<file path="config.mk">
export PLATFORM = sky130hd
export DESIGN_NAME = ats_timer_sync
export DESIGN_NICKNAME = d
export VERILOG_FILES = /design/src/rtl/ats_pkg.sv /design/src/rtl/ats_sync2.sv /design/src/rtl/ats_timer_sync.sv
export SDC_FILE = /design/constraint.sdc
export NUM_CORES = 1
export LEC_CHECK = 0
export ABC_AREA = 1
export BUFFER_PORTS_ARGS = -buffer_cell sky130_fd_sc_hd__clkbuf_2
export CAP_MARGIN = 20
export CORE_AREA = 2 2 112 114
export DETAILED_ROUTE_END_ITERATION = 8
export DIE_AREA = 0 0 114 116
export PLACE_DENSITY = 0.84
export SETUP_SLACK_MARGIN = 0.4
export SYNTH_ARGS = -nofsm -noshare
export SYNTH_HDL_FRONTEND = slang
export SYNTH_SLANG_ARGS = --single-unit
</file>
<file path="constraint.sdc">
create_clock -name clk -period 1.95 [get_ports clk]
set_clock_uncertainty 0.2 [all_clocks]
set_input_delay 0.0975 -clock clk [delete_from_list [all_inputs] [get_ports clk]]
set_output_delay 0.0975 -clock clk [all_outputs]
set_load 0.01 [all_outputs]
</file>
<file path="src/rtl/ats_pkg.sv">
// package for the asynchronous timer register synchroniser
// Notes on behaviour
// [RL1] writes to timer registers are held, then moved after two oscillator edges
// [RL2] each of the five timer registers owns a separate holding register
// [RL3] compare match is blocked while a counter or compare write is pending
// [RL4] after a timer wake-up one full timer period passes before the next
// [RL5] crystal oscillator runs in async mode except in power-down and standby
// [RL6] timer registers are undefined after deep sleep; software reinitialises
// [RL7] wake-up starts on the timer cycle after the interrupt condition
// [RL8] after wake-up the processor stalls four cycles, then runs the handler
// [RL9] counter reads use a shadow copy refreshed on each timer clock edge; the code does not refresh it while sleeping
// [RL10] interrupt flags reach the processor after three cycles plus a timer cycle
// [RL11] compare output pin is driven from the timer clock domain directly
// [RL12] external clock bit with async mode enables input buffer, stops crystal
// [RL13] software sets the external clock bit before selecting async clocking
// [RL14] async select bit picks io_clock or the oscillator pin as timer clock
// [RL15] changing async select may corrupt timer registers; the code keeps their contents and clears only busy
// [RL16] counter busy flag sets on async write, clears once transferred
// [RL17] software follows the documented sequence when switching clock source
// [RL18] software waits for busy clear before rewriting a timer register
// [RL19] software waits for busy clear before light sleep used for wake-up
// [RL20] software reads counter after a dummy write and busy clear
// [RL21] software waits one second for oscillator start before using the timer
// [RL22] compare and control busy flags behave like the counter busy flag
// [RL23] compare and control reads return holding registers, counter reads timer
// [RL24] in synchronous mode writes act directly and busy flags stay zero
package ats_pkg;
   // ----------------------------------------------------------------
   // register byte offsets on the apb
   // ----------------------------------------------------------------
   localparam logic [7:0] OFF_COUNT = 8'h00;
   localparam logic [7:0] OFF_CMP_A = 8'h04;
   localparam logic [7:0] OFF_CMP_B = 8'h08;
   localparam logic [7:0] OFF_CTL_A = 8'h0c;
   localparam logic [7:0] OFF_CTL_B = 8'h10;
   localparam logic [7:0] OFF_STATUS = 8'h14;
   localparam logic [7:0] OFF_IRQ_EN = 8'h18;
   localparam logic [7:0] OFF_FLAGS = 8'h1c;
   localparam logic [7:0] OFF_LAST = 8'h1c;

   // ----------------------------------------------------------------
   // slot indices, equal to offset / 4
   // ----------------------------------------------------------------
   localparam int SLOT_COUNT = 0;
   localparam int SLOT_CMP_A = 1;
   localparam int SLOT_CMP_B = 2;
   localparam int SLOT_CTL_A = 3;
   localparam int SLOT_CTL_B = 4;
   localparam int NSLOT = 5;
   localparam logic [2:0] IDX_STATUS = 3'h5;
   localparam logic [2:0] IDX_IRQ_EN = 3'h6;
   localparam logic [2:0] IDX_FLAGS = 3'h7;

   // ----------------------------------------------------------------
   // fields and reset values
   // ----------------------------------------------------------------
   localparam int ST_EXT_CLK = 6;
   localparam int ST_ASYNC = 5;
   localparam int ST_BUSY_TOP = 4;
   localparam int CS_HI = 2;
   localparam int CS_LO = 0;
   localparam int FL_OVF = 0;
   localparam int FL_CMP_A = 1;
   localparam int FL_CMP_B = 2;
   localparam int NFLAG = 3;
   localparam logic [7:0] RST_BYTE = 8'h00;
   localparam logic [7:0] COUNT_MAX = 8'hff;

   // ----------------------------------------------------------------
   // timing counts
   // ----------------------------------------------------------------
   localparam logic [1:0] XFER_EDGES = 2'h2;
   localparam int FLAG_SYNC_CYC = 3;
   localparam logic [2:0] STALL_CYC = 3'h4;

   // sleep state reported by the power manager
   typedef enum logic [2:0] {
      SLP_RUN = 3'h0,
      SLP_IDLE = 3'h1,
      SLP_ADC = 3'h2,
      SLP_SAVE = 3'h3,
      SLP_DOWN = 3'h4,
      SLP_STBY = 3'h5
   } ats_slp_e;

   // wake-up sequencer
   typedef enum logic [3:0] {
      W_IDLE = 4'h1,
      W_WAIT = 4'h2,
      W_STALL = 4'h4,
      W_REARM = 4'h8
   } ats_wake_e;

   // apb request from the master
   typedef struct packed {
      logic psel;
      logic penable;
      logic pwrite;
      logic [7:0] paddr;
      logic [31:0] pwdata;
   } ats_apb_req_s;
endpackage

</file>
<file path="src/rtl/ats_sync2.sv">
// two flip-flop synchroniser for pin levels
`timescale 1ns/1ps
module ats_sync2 #(
   parameter int W = 1
) (
   input logic clk,
   input logic reset,
   input logic [W-1:0] d,
   output logic [W-1:0] q
);
   logic [W-1:0] meta_q;

   // first stage is read only by the second
   always_ff @(posedge clk) begin
      if (reset) begin
         meta_q <= '0;
         q <= '0;
      end else begin
         meta_q <= d;
         q <= meta_q;
      end
   end
endmodule

</file>
<file path="src/rtl/ats_timer_sync.sv">
// asynchronous timer register synchroniser with apb slave
`timescale 1ns/1ps
module ats_timer_sync (
   input logic clk,
   input logic reset,
   input ats_pkg::ats_apb_req_s apb_req,
   output logic pready,
   output logic [31:0] prdata,
   output logic pslverr,
   input logic timer_osc_in,
   input ats_pkg::ats_slp_e sleep_state,
   output logic timer_irq,
   output logic wake_req,
   output logic cpu_stall,
   output logic cmp_out_a,
   output logic cmp_out_b,
   output logic osc_run,
   output logic ext_clk_buf_en
);
   // ----------------------------------------------------------------
   // declarations
   // ----------------------------------------------------------------
   localparam int NSLOTW = ats_pkg::NSLOT;

   logic osc_sync;
   logic osc_prev_q;
   logic tick_a;
   logic tick;
   logic as_q;
   logic ext_clock_input_enable_q;
   logic as_chg;
   logic setup;
   logic wr_acc;
   logic [3:0] sel;
   logic [NSLOTW-1:0] wr_hit;
   logic wr_status;
   logic wr_irq_en;
   logic wr_flags;
   logic [7:0] hold_q [ats_pkg::NSLOT];
   logic [1:0] edg_q [ats_pkg::NSLOT];
   logic [NSLOTW-1:0] busy_q;
   logic [NSLOTW-1:0] xfer;
   logic [7:0] xdata [ats_pkg::NSLOT];
   logic [7:0] dest_q [ats_pkg::NSLOT];
   logic [7:0] cnt_q;
   logic [7:0] shadow_q;
   logic running;
   logic ovf;
   logic match_a;
   logic match_b;
   logic [2:0] evt;
   logic [2:0] pend_q;
   logic [2:0] sh_q [ats_pkg::FLAG_SYNC_CYC];
   logic [2:0] flag_q;
   logic [2:0] irq_en_q;
   logic [7:0] rd_mux;
   logic sleeping;
   logic light;
   logic deep;
   ats_pkg::ats_wake_e wst_q;
   logic [2:0] scnt_q;

   // ----------------------------------------------------------------
   // oscillator pin sampling
   // ----------------------------------------------------------------
   ats_sync2 #(.W(1)) u_osc_sync (
      .clk(clk),
      .reset(reset),
      .d(timer_osc_in),
      .q(osc_sync)
   );

   // edge finder works on the synchronised level only
   always_ff @(posedge clk) begin
      if (reset) begin
         osc_prev_q <= 1'b0;
      end else begin
         osc_prev_q <= osc_sync;
      end
   end

   // timer clock choice: every clk, or each oscillator rise
   assign tick_a = osc_sync & ~osc_prev_q;
   assign tick = as_q ? tick_a : 1'b1; // [RL14]

   // ----------------------------------------------------------------
   // apb decode
   // ----------------------------------------------------------------
   // offset decode, shared by read and write paths
   function automatic logic [3:0] reg_sel(input logic [7:0] a);
      logic bad;
      bad = (a[1:0] != 2'h0) || (a > ats_pkg::OFF_LAST);
      return {bad, a[4:2]};
   endfunction

   assign setup = apb_req.psel & ~apb_req.penable;
   assign wr_acc = apb_req.psel & apb_req.penable & pready & apb_req.pwrite;
   assign sel = reg_sel(apb_req.paddr);
   assign wr_status = wr_acc & (sel == {1'b0, ats_pkg::IDX_STATUS});
   assign wr_irq_en = wr_acc & (sel == {1'b0, ats_pkg::IDX_IRQ_EN});
   assign wr_flags = wr_acc & (sel == {1'b0, ats_pkg::IDX_FLAGS});
   assign as_chg = wr_status & (apb_req.pwdata[ats_pkg::ST_ASYNC] != as_q);

   // read mux: holding copies for compare and control, shadow for count
   always_comb begin
      rd_mux = ats_pkg::RST_BYTE;
      unique case (sel[2:0])
         3'h0: rd_mux = shadow_q; // [RL9] [RL23]
         3'h1: rd_mux = hold_q[ats_pkg::SLOT_CMP_A]; // [RL23]
         3'h2: rd_mux = hold_q[ats_pkg::SLOT_CMP_B];
         3'h3: rd_mux = hold_q[ats_pkg::SLOT_CTL_A];
         3'h4: rd_mux = hold_q[ats_pkg::SLOT_CTL_B];
         3'h5: rd_mux = {1'b0, ext_clock_input_enable_q, as_q, busy_q[0], busy_q[1],
                         busy_q[2], busy_q[3], busy_q[4]};
         3'h6: rd_mux = {5'h00, irq_en_q};
         3'h7: rd_mux = {5'h00, flag_q};
      endcase
   end

   // no wait states: ready is high in the first access cycle
   always_ff @(posedge clk) begin
      if (reset) begin
         pready <= 1'b0;
         prdata <= 32'h0000_0000;
         pslverr <= 1'b0;
      end else begin
         pready <= setup;
         if (setup) begin
            prdata <= sel[3] ? 32'h0000_0000 : {24'h00_0000, rd_mux};
            pslverr <= sel[3];
         end
      end
   end

   // ----------------------------------------------------------------
   // status and mask registers
   // ----------------------------------------------------------------
   // clock source bits; software orders them, hardware just stores
   always_ff @(posedge clk) begin
      if (reset) begin
         as_q <= 1'b0;
         ext_clock_input_enable_q <= 1'b0;
      end else if (wr_status) begin
         as_q <= apb_req.pwdata[ats_pkg::ST_ASYNC]; // [RL14]
         ext_clock_input_enable_q <= apb_req.pwdata[ats_pkg::ST_EXT_CLK]; // [RL13]
      end
   end

   always_ff @(posedge clk) begin
      if (reset) begin
         irq_en_q <= 3'h0;
      end else if (wr_irq_en) begin
         irq_en_q <= apb_req.pwdata[2:0];
      end
   end

   // ----------------------------------------------------------------
   // holding registers, one per timer register
   // ----------------------------------------------------------------
   for (genvar i = 0; i < NSLOTW; i++) begin : g_slot
      assign wr_hit[i] = wr_acc & (sel == 4'(i));
      // sync mode bypasses the holding copy
      assign xdata[i] = as_q ? hold_q[i] : apb_req.pwdata[7:0]; // [RL24]
      assign xfer[i] = as_q ? (busy_q[i] & tick_a &
         (edg_q[i] == ats_pkg::XFER_EDGES - 2'h1)) : wr_hit[i]; // [RL1]

      // a mode change abandons the pending copy unless its transfer edge falls in the same cycle; holding contents are kept, only busy clears
      always_ff @(posedge clk) begin
         if (reset) begin
            hold_q[i] <= ats_pkg::RST_BYTE;
            edg_q[i] <= 2'h0;
            busy_q[i] <= 1'b0;
         end else if (as_chg) begin
            busy_q[i] <= 1'b0; // [RL15]
         end else if (wr_hit[i]) begin
            hold_q[i] <= apb_req.pwdata[7:0]; // [RL2]
            edg_q[i] <= 2'h0;
            busy_q[i] <= as_q; // [RL16] [RL22] [RL24]
         end else if (busy_q[i] && tick_a) begin
            if (xfer[i]) begin
               busy_q[i] <= 1'b0; // [RL16] [RL22]
            end else begin
               edg_q[i] <= edg_q[i] + 2'h1;
            end
         end
      end

      // destination copy in the timer domain
      always_ff @(posedge clk) begin
         if (reset) begin
            dest_q[i] <= ats_pkg::RST_BYTE;
         end else if (xfer[i]) begin
            dest_q[i] <= xdata[i]; // [RL1]
         end
      end
   end

   // ----------------------------------------------------------------
   // counter and compare, timer domain
   // ----------------------------------------------------------------
   assign running = dest_q[ats_pkg::SLOT_CTL_B][ats_pkg::CS_HI:ats_pkg::CS_LO]
      != 3'h0;
   assign ovf = tick & running & (cnt_q == ats_pkg::COUNT_MAX) &
      ~xfer[ats_pkg::SLOT_COUNT];
   // no match while counter or compare copy is still in flight
   assign match_a = tick & running & ~busy_q[ats_pkg::SLOT_COUNT] &
      ~busy_q[ats_pkg::SLOT_CMP_A] &
      (cnt_q == dest_q[ats_pkg::SLOT_CMP_A]); // [RL3]
   assign match_b = tick & running & ~busy_q[ats_pkg::SLOT_COUNT] &
      ~busy_q[ats_pkg::SLOT_CMP_B] &
      (cnt_q == dest_q[ats_pkg::SLOT_CMP_B]); // [RL3]
   assign evt = {match_b, match_a, ovf};

   // the transferred value beats the increment
   always_ff @(posedge clk) begin
      if (reset) begin
         cnt_q <= ats_pkg::RST_BYTE;
      end else if (xfer[ats_pkg::SLOT_COUNT]) begin
         cnt_q <= dest_count_next();
      end else if (tick && running) begin
         cnt_q <= cnt_q + 8'h01;
      end
   end

   function automatic logic [7:0] dest_count_next();
      return xdata[ats_pkg::SLOT_COUNT];
   endfunction

   // output pins toggle on the timer edge, never resynchronised
   always_ff @(posedge clk) begin
      if (reset) begin
         cmp_out_a <= 1'b0;
         cmp_out_b <= 1'b0;
      end else begin
         cmp_out_a <= cmp_out_a ^ match_a; // [RL11]
         cmp_out_b <= cmp_out_b ^ match_b; // [RL11]
      end
   end

   // shadow frozen in sleep, so it shows the old count after wake
   always_ff @(posedge clk) begin
      if (reset) begin
         shadow_q <= ats_pkg::RST_BYTE;
      end else if (tick && !sleeping) begin
         shadow_q <= cnt_q; // [RL9]
      end
   end

   // ----------------------------------------------------------------
   // flag synchronisation into the processor domain
   // ----------------------------------------------------------------
   // event waits for the next timer edge, then three clk stages
   always_ff @(posedge clk) begin
      if (reset) begin
         pend_q <= 3'h0;
         for (int k = 0; k < ats_pkg::FLAG_SYNC_CYC; k++) begin
            sh_q[k] <= 3'h0;
         end
      end else begin
         pend_q <= (pend_q & ~{3{tick}}) | evt;
         sh_q[0] <= pend_q & {3{tick}}; // [RL10]
         for (int k = 1; k < ats_pkg::FLAG_SYNC_CYC; k++) begin
            sh_q[k] <= sh_q[k-1]; // [RL10]
         end
      end
   end

   // write one to clear; a set in the same cycle wins
   always_ff @(posedge clk) begin
      if (reset) begin
         flag_q <= 3'h0;
      end else begin
         flag_q <= (flag_q & ~(wr_flags ? apb_req.pwdata[2:0] : 3'h0)) |
            sh_q[ats_pkg::FLAG_SYNC_CYC-1];
      end
   end

   always_ff @(posedge clk) begin
      if (reset) begin
         timer_irq <= 1'b0;
      end else begin
         timer_irq <= |(flag_q & irq_en_q) & ~cpu_stall; // [RL8]
      end
   end

   // ----------------------------------------------------------------
   // oscillator control and sleep
   // ----------------------------------------------------------------
   assign sleeping = sleep_state != ats_pkg::SLP_RUN;
   assign deep = (sleep_state == ats_pkg::SLP_DOWN) ||
      (sleep_state == ats_pkg::SLP_STBY);
   assign light = sleeping & ~deep;

   // crystal only without external buffer; halted in deep sleep
   always_ff @(posedge clk) begin
      if (reset) begin
         osc_run <= 1'b0;
         ext_clk_buf_en <= 1'b0;
      end else begin
         osc_run <= as_q & ~ext_clock_input_enable_q & ~deep; // [RL5] [RL12]
         ext_clk_buf_en <= as_q & ext_clock_input_enable_q; // [RL12]
      end
   end

   // ----------------------------------------------------------------
   // wake-up sequencer
   // ----------------------------------------------------------------
   // limitation: deep sleep loses no state here, software must reload [RL6]
   always_ff @(posedge clk) begin
      if (reset) begin
         wst_q <= ats_pkg::W_IDLE;
         wake_req <= 1'b0;
         cpu_stall <= 1'b0;
         scnt_q <= 3'h0;
      end else begin
         wake_req <= 1'b0;
         unique case (wst_q)
            ats_pkg::W_IDLE: begin
               if (light && |(evt & irq_en_q)) begin
                  wst_q <= ats_pkg::W_WAIT;
               end
            end
            ats_pkg::W_WAIT: begin
               if (tick) begin
                  wake_req <= 1'b1; // [RL7]
                  cpu_stall <= 1'b1; // [RL8]
                  scnt_q <= ats_pkg::STALL_CYC - 3'h1;
                  wst_q <= ats_pkg::W_STALL;
               end
            end
            ats_pkg::W_STALL: begin
               if (scnt_q == 3'h0) begin
                  cpu_stall <= 1'b0; // [RL8]
                  wst_q <= ats_pkg::W_REARM;
               end else begin
                  scnt_q <= scnt_q - 3'h1;
               end
            end
            ats_pkg::W_REARM: begin
               // interrupt logic needs a whole timer period to reset
               if (tick) begin
                  wst_q <= ats_pkg::W_IDLE; // [RL4]
               end
            end
            default: wst_q <= ats_pkg::W_IDLE;
         endcase
      end
   end
endmodule

</file>
After elaboration in Yosys (flattened, before gate mapping) --
Memories as Yosys holds them, arrays and structs flattened. Index checks and enable logic that the tools add are counted.
Word-level totals: input bits 49, memories kept 4, output and inout bits 41, logic and storage cells 329, register bits after elaboration 83, RAM bits 99
Operators by class: bitwise operators 81, eq/ne operators 34, reduce and logical (&&, ||, !) cells 41, multiplexer cells 134, add/sub/neg operators 7, order comparisons 1
Memories:
- dest_q | depth 5, bits a word 8, read ports 3, clocked after memory_dff 0, wr ports 5, RTL line ats_timer_sync.sv:44 | logic [7:0] dest_q [ats_pkg::NSLOT];
- hold_q | depth 5, bits a word 8, read ports 5, clocked after memory_dff 0, wr ports 5, RTL line ats_timer_sync.sv:39 | logic [7:0] hold_q [ats_pkg::NSLOT];
- edg_q | depth 5, bits a word 2, read ports 5, clocked after memory_dff 0, wr ports 5, RTL line ats_timer_sync.sv:40 | logic [1:0] edg_q [ats_pkg::NSLOT];
- sh_q | depth 3, bits a word 3, read ports 3, clocked after memory_dff 0, wr ports 3, RTL line ats_timer_sync.sv:53 | logic [2:0] sh_q [ats_pkg::FLAG_SYNC_CYC];
Operator list (number):
- 8-bit 2-to-1 mux | 18
- 1-bit 2-to-1 mux | 92
- 8-bit one-hot mux with 8 select lines | 1
- 1-bit bitwise AND | 37
- 2-bit nonzero test | 13
- 1-bit OR | 23
- 4-bit by 3-bit equality test with 1-bit output, second input constant | 5
- 2-bit 2-to-1 mux | 10
- 3-bit equality test, second input constant | 6
- 3-bit 2-to-1 mux | 6
- 8-bit equality test | 2
- 4-bit 2-to-1 mux | 4
- 4-bit one-hot mux with 4 select lines | 1
- 3-bit bitwise AND | 5
- 4-bit by 2-bit equality test with 1-bit output, second input constant | 3
- 2-bit by 1-bit adder with 2-bit output, second input constant | 5
- 2-bit by 1-bit equality test with 1-bit output, second input constant | 5
- 2-bit inequality test, second input constant | 5
- 1-bit inverter | 10
- 2-bit AND reduction | 5
- 8-bit by 1-bit adder with 8-bit output, second input constant | 1
- 4-bit by 1-bit equality test with 1-bit output, second input constant | 2
- 8-bit equality test, second input constant | 1
- 8-bit by 5-bit > comparator with 1-bit output, second input constant | 1
- other kinds (20) | 37

Depth between registers and ports, before layout --
depth in word-level cells 12, depth in mapped cells 12, gate-level depth less buffers 11

Cells and area by module --
A second synthesis with hierarchy kept.
Second synthesis, totals: cell total of the unflattened synthesis 827, area total of the unflattened synthesis 6612.6 µm²
Modules (own cells, without submodules):
- ats_timer_sync | instances 1, area each 6557.5 µm², sequential area each 3393.3 µm², cells an instance 821
- ats_sync2 | instances 1, area each 55.1 µm², sequential area each 40.0 µm², cells an instance 6

Least setup slack after synthesis --
Ideal clock, no wire load.
kind register to register, start register pready, end memory dest_q[2][0] (enable), slack 0.080 ns, buffers on the path 0, arrival 1.341 ns, data required time 1.421 ns, library setup time 0.329 ns, cell stages (with the launch flop) 11, clock period less this slack 1.870 ns, cell sequence dfxtp_1 nand2_1 inv_1 nand2_1 nor2_1 nand2_1 nor2_1 inv_1 nand2_1 inv_2 nand2_1
RTL lines:
- start: declaration | RTL line ats_timer_sync.sv:7 | output logic pready,
- start signal: assignment | RTL line ats_timer_sync.sv:127 | pready <= setup;
- end: declaration | RTL line ats_timer_sync.sv:44

==> summary.json <==
{
  "yosysWarnings": 0,
  "tightestPinTransition_ns": 0.9399,
  "place.detailed.hpwl_mm": 12.70,
  "grt_usage_pct": 33.12,
  "vias": 7117,
  "detail_route.iter0.violations": 1126,
  "vdd_ir_drop_max_mv": 0.6321,
  "initial_standard_cell_utilization_of_the_core_pct": 57.52,
  "dieArea_um2": 13220,
  "synth_top_family_by_area": "simple AND/OR/NAND/NOR gates",
  "synthesis.instances": 852,
  "layout-area-overhead-vs-synth_pct": 35.77,
  "post_synth_and_or_nand_nor_area_fraction_pct": 27.59,
  "core_um2": 11910,
  "yosys_register_bits": 137,
  "grt_start_max_net_pins": 42,
  "path_max_fanout": 3,
  "holdPathEnd": "shadow_q[1]",
  "clkTransAtPathRegs_ns": 0.07,
  "holdCritPathClass": "in -> reg",
  "timing.reg2reg.setup_slack_ns": 0.07,
  "hold_path_depth": 5,
  "route.antenna.remaining_nets": 0,
  "layout-drive-gt1-share_pct": 34.23,
  "synth-edff-count": 69,
  "fin_crit_ns": 1.877,
  "route.detailed.drc": 0,
  "setup_viol": 0,
  "synth_compound_area_share_pct": 9.569,
  "cts_buffer_depth": 2,
  "grt_antenna_before_repair": 1,
  "cellPowerDensity_nw_per_um2": 770.3,
  "detailed_route_wl_mm": 25.62,
  "die_h_um": 116,
  "period_share_pct": 96.27,
  "cp_data_arrival_time_ns": 1.84,
  "worst_hold_slack_ns": 0.1229,
  "muxShareOfSynthArea_pct": 0,
  "final-seq-area_um2": 3470,
  "antennaDiodeCount": 0,
  "dominant_synthesized_flop_cell": "sky130_fd_sc_hd__edfxtp_1",
  "most_frequent_cells_in_the_layout": "sky130_fd_sc_hd__nand2_1, sky130_fd_sc_hd__nor2_1, sky130_fd_sc_hd__inv_1, sky130_fd_sc_hd__edfxtp_1",
  "hold_path_startpoint": "reset",
  "synth-async-reset-ratio_pct": 0,
  "syn-mean-instance-area_um2": 8.042,
  "gpl.final_weighted_congestion": 0.9383,
  "grt_remaining_overflow": 0,
  "worstReg2RegStart": "busy_q[2]",
  "synth-adder-area-share_pct": 1.461,
  "synth_sequential_area_ratio_pct": 50.11,
  "avgRoutedWirePerCell_um": 22.36,
  "worstPathRequired_ns": 1.91,
  "syn_area_um2": 6852,
  "end_kind": "register",
  "critPathLaunchType": "register",
  "cts_tree": "done",
  "rows": 40,
  "global_route_wire_length_before_repair_mm": 32.78,
  "worstRegToRegCells": 7,
  "port_buffers": 41,
  "floorplan.io_pins": 90,
  "cts.root.buffer_cell": "sky130_fd_sc_hd__clkbuf_16",
  "final_stage_net_count": 1043,
  "vias_in_the_first_global_route": 6374,
  "final_common_cell": "sky130_fd_sc_hd__nand2_1",
  "critPathKind": "reg -> reg",
  "clock_latency_ns": 0.43,
  "die_w_um": 114,
  "worst_r2r_endpoint": "edg_q[2][1]",
  "dr.pass1.iters": 7,
  "run_status": "complete, no violations",
  "final_count_of_hold_timing_violations": 0,
  "fillers": 662,
  "post_synth_xor_area_fraction_pct": 0.8948,
  "p_leak_nw": 3.968,
  "slew_headroom_pct": 37.34,
  "fmax_mhz": 532.7,
  "clock_tree.htree_level_count": 4,
  "cts.sinks": 137,
  "max_cap_violations": 0,
  "multi_input_comb_area_um2": 3537,
  "grt_setup_unrepaired": "yes",
  "post_detailed_route_via_to_cell_ratio": 6.210,
  "cts-buffers-inserted": 17,
  "drv_slew": 0,
  "totalNegativeSetupSlack_ns": 0,
  "synth_cell_types": 46
}
[critical path, cell delays in order (launching register included)]
cell and delay (ns):
sky130_fd_sc_hd__dfxtp_1 0.43, sky130_fd_sc_hd__inv_1 0.18, sky130_fd_sc_hd__nor2_2 0.23, sky130_fd_sc_hd__nand3_1 0.16, sky130_fd_sc_hd__nand2_2 0.14, sky130_fd_sc_hd__inv_2 0.07
sky130_fd_sc_hd__nand3_2 0.11, sky130_fd_sc_hd__nand3_2 0.09
[state kept, by name, summed over array words and instances (netlist names), 3 cells and up]
| register | cells |
|---|---|
| cnt_q | 8 |
| sh_q | 9 |
| prdata | 8 |
| hold_q | 40 |
| busy_q | 5 |
| edg_q | 10 |
| pend_q | 3 |
| shadow_q | 8 |
| irq_en_q | 3 |
| dest_q | 19 |
| wst_q | 4 |
| flag_q | 3 |
| scnt_q | 3 |
[area by class of cell]
cell class	instances	area share [%]
Tap cell	147	1.977
Clock buffer	17	4.573
Inverter	106	4.721
Sequential cell	137	37.30
Multi-Input combinational cell	589	38.02
Timing Repair Buffer	135	11.45
Clock inverter	15	1.964
[layer usage]
metal / GRT usage, % / vias up / wire (um)
met2: 54.01 / 629 / 11630
met1: 38.26 / 3235 / 8468
met4: 20.16 / 2 / 2305
li1: - / 3006 / -
met3: 10.67 / 245 / 3203
met5: 0 / - / 13
[power breakdown]
| part | internal [mW] | switching [mW] | total [mW] |
|---|---|---|---|
| logic | 0.199 | 0.407 | 0.606 |
| registers | 3.07 | 0.0552 | 3.13 |
| clock network | 2.12 | 1.32 | 3.43 |
[Yosys cell counts, drive strengths merged, types with 2 or more instances]
master   number  area (um^2)
nand2       181        709.4
nor2        169        705.7
inv         101        379.1
edfxtp       69         2072
dfxtp        68         1361
a21oi        67        335.3
nand3        48        275.3
buf          35        256.5
o21ai        35        175.2
nand4        14        87.58
clkbuf       10        38.78
ha            8        100.1
nor3          8        40.04
o211ai        6        45.04
xor2          5        43.79
a31oi         4        25.02
clkinv        4        15.01
o2111ai       4        41.29
or2           4        25.03
nor4          3        40.04
xnor2         2        17.52
[what timing repair did]
| item | 4_1_cts | 5_1_grt |
|---|---|---|
| gates cloned | 2 | 1 |
| gates resized for setup | 94 | 143 |
| setup buffers | 22 | 27 |
| setup endpoints to repair | 166 | 166 |
| hold buffers | 19 | 3 |
| hold endpoints to repair | 54 | 7 |
| pin swaps | 15 | 50 |
[cells by family (layout without fill, tap and decap cells)]
kind of cell | after synthesis | in the layout
compound gates | 120 | 120
xor+xnor | 7 | 7
buf+inv | 151 | 273
simple gates | 428 | 430
fa+ha+maj | 8 | 8
other cells | 1 | 24
flops | 137 | 137
[how the worst max path moves through the flow]
stage / startpoint / end
floorplan: pready / dest_q[1][0]
global placement: u_osc_sync.q / cnt_q[7]
detailed placement: apb_req[38] / hold_q[3][7]
CTS: cnt_q[0] / wst_q[0]
global route: cnt_q[2] / cnt_q[7]
finish: busy_q[2] / edg_q[2][1]
[through the flow]
| step | util (%) | power, mW | area [um^2] | setup WS, ns | std cells |
|---|---|---|---|---|---|
| 2_1_floorplan | - | 3.470 | 7007 | 0.3352 | 875 |
| 3_3_place_gp | 61.05 | 3.572 | 7272 | 0.1071 | 1041 |
| 3_5_place_dp | 61.05 | 3.581 | 7272 | 0.05346 | 1041 |
| 4_1_cts | 71.84 | 6.926 | 8557 | 0.2538 | 1116 |
| 5_1_grt | 78.10 | 7.270 | 9303 | 0.006392 | 1146 |
| 6_report | 78.10 | 7.166 | 9303 | 0.07282 | 1146 |
(Power assumes the default switching activity.)
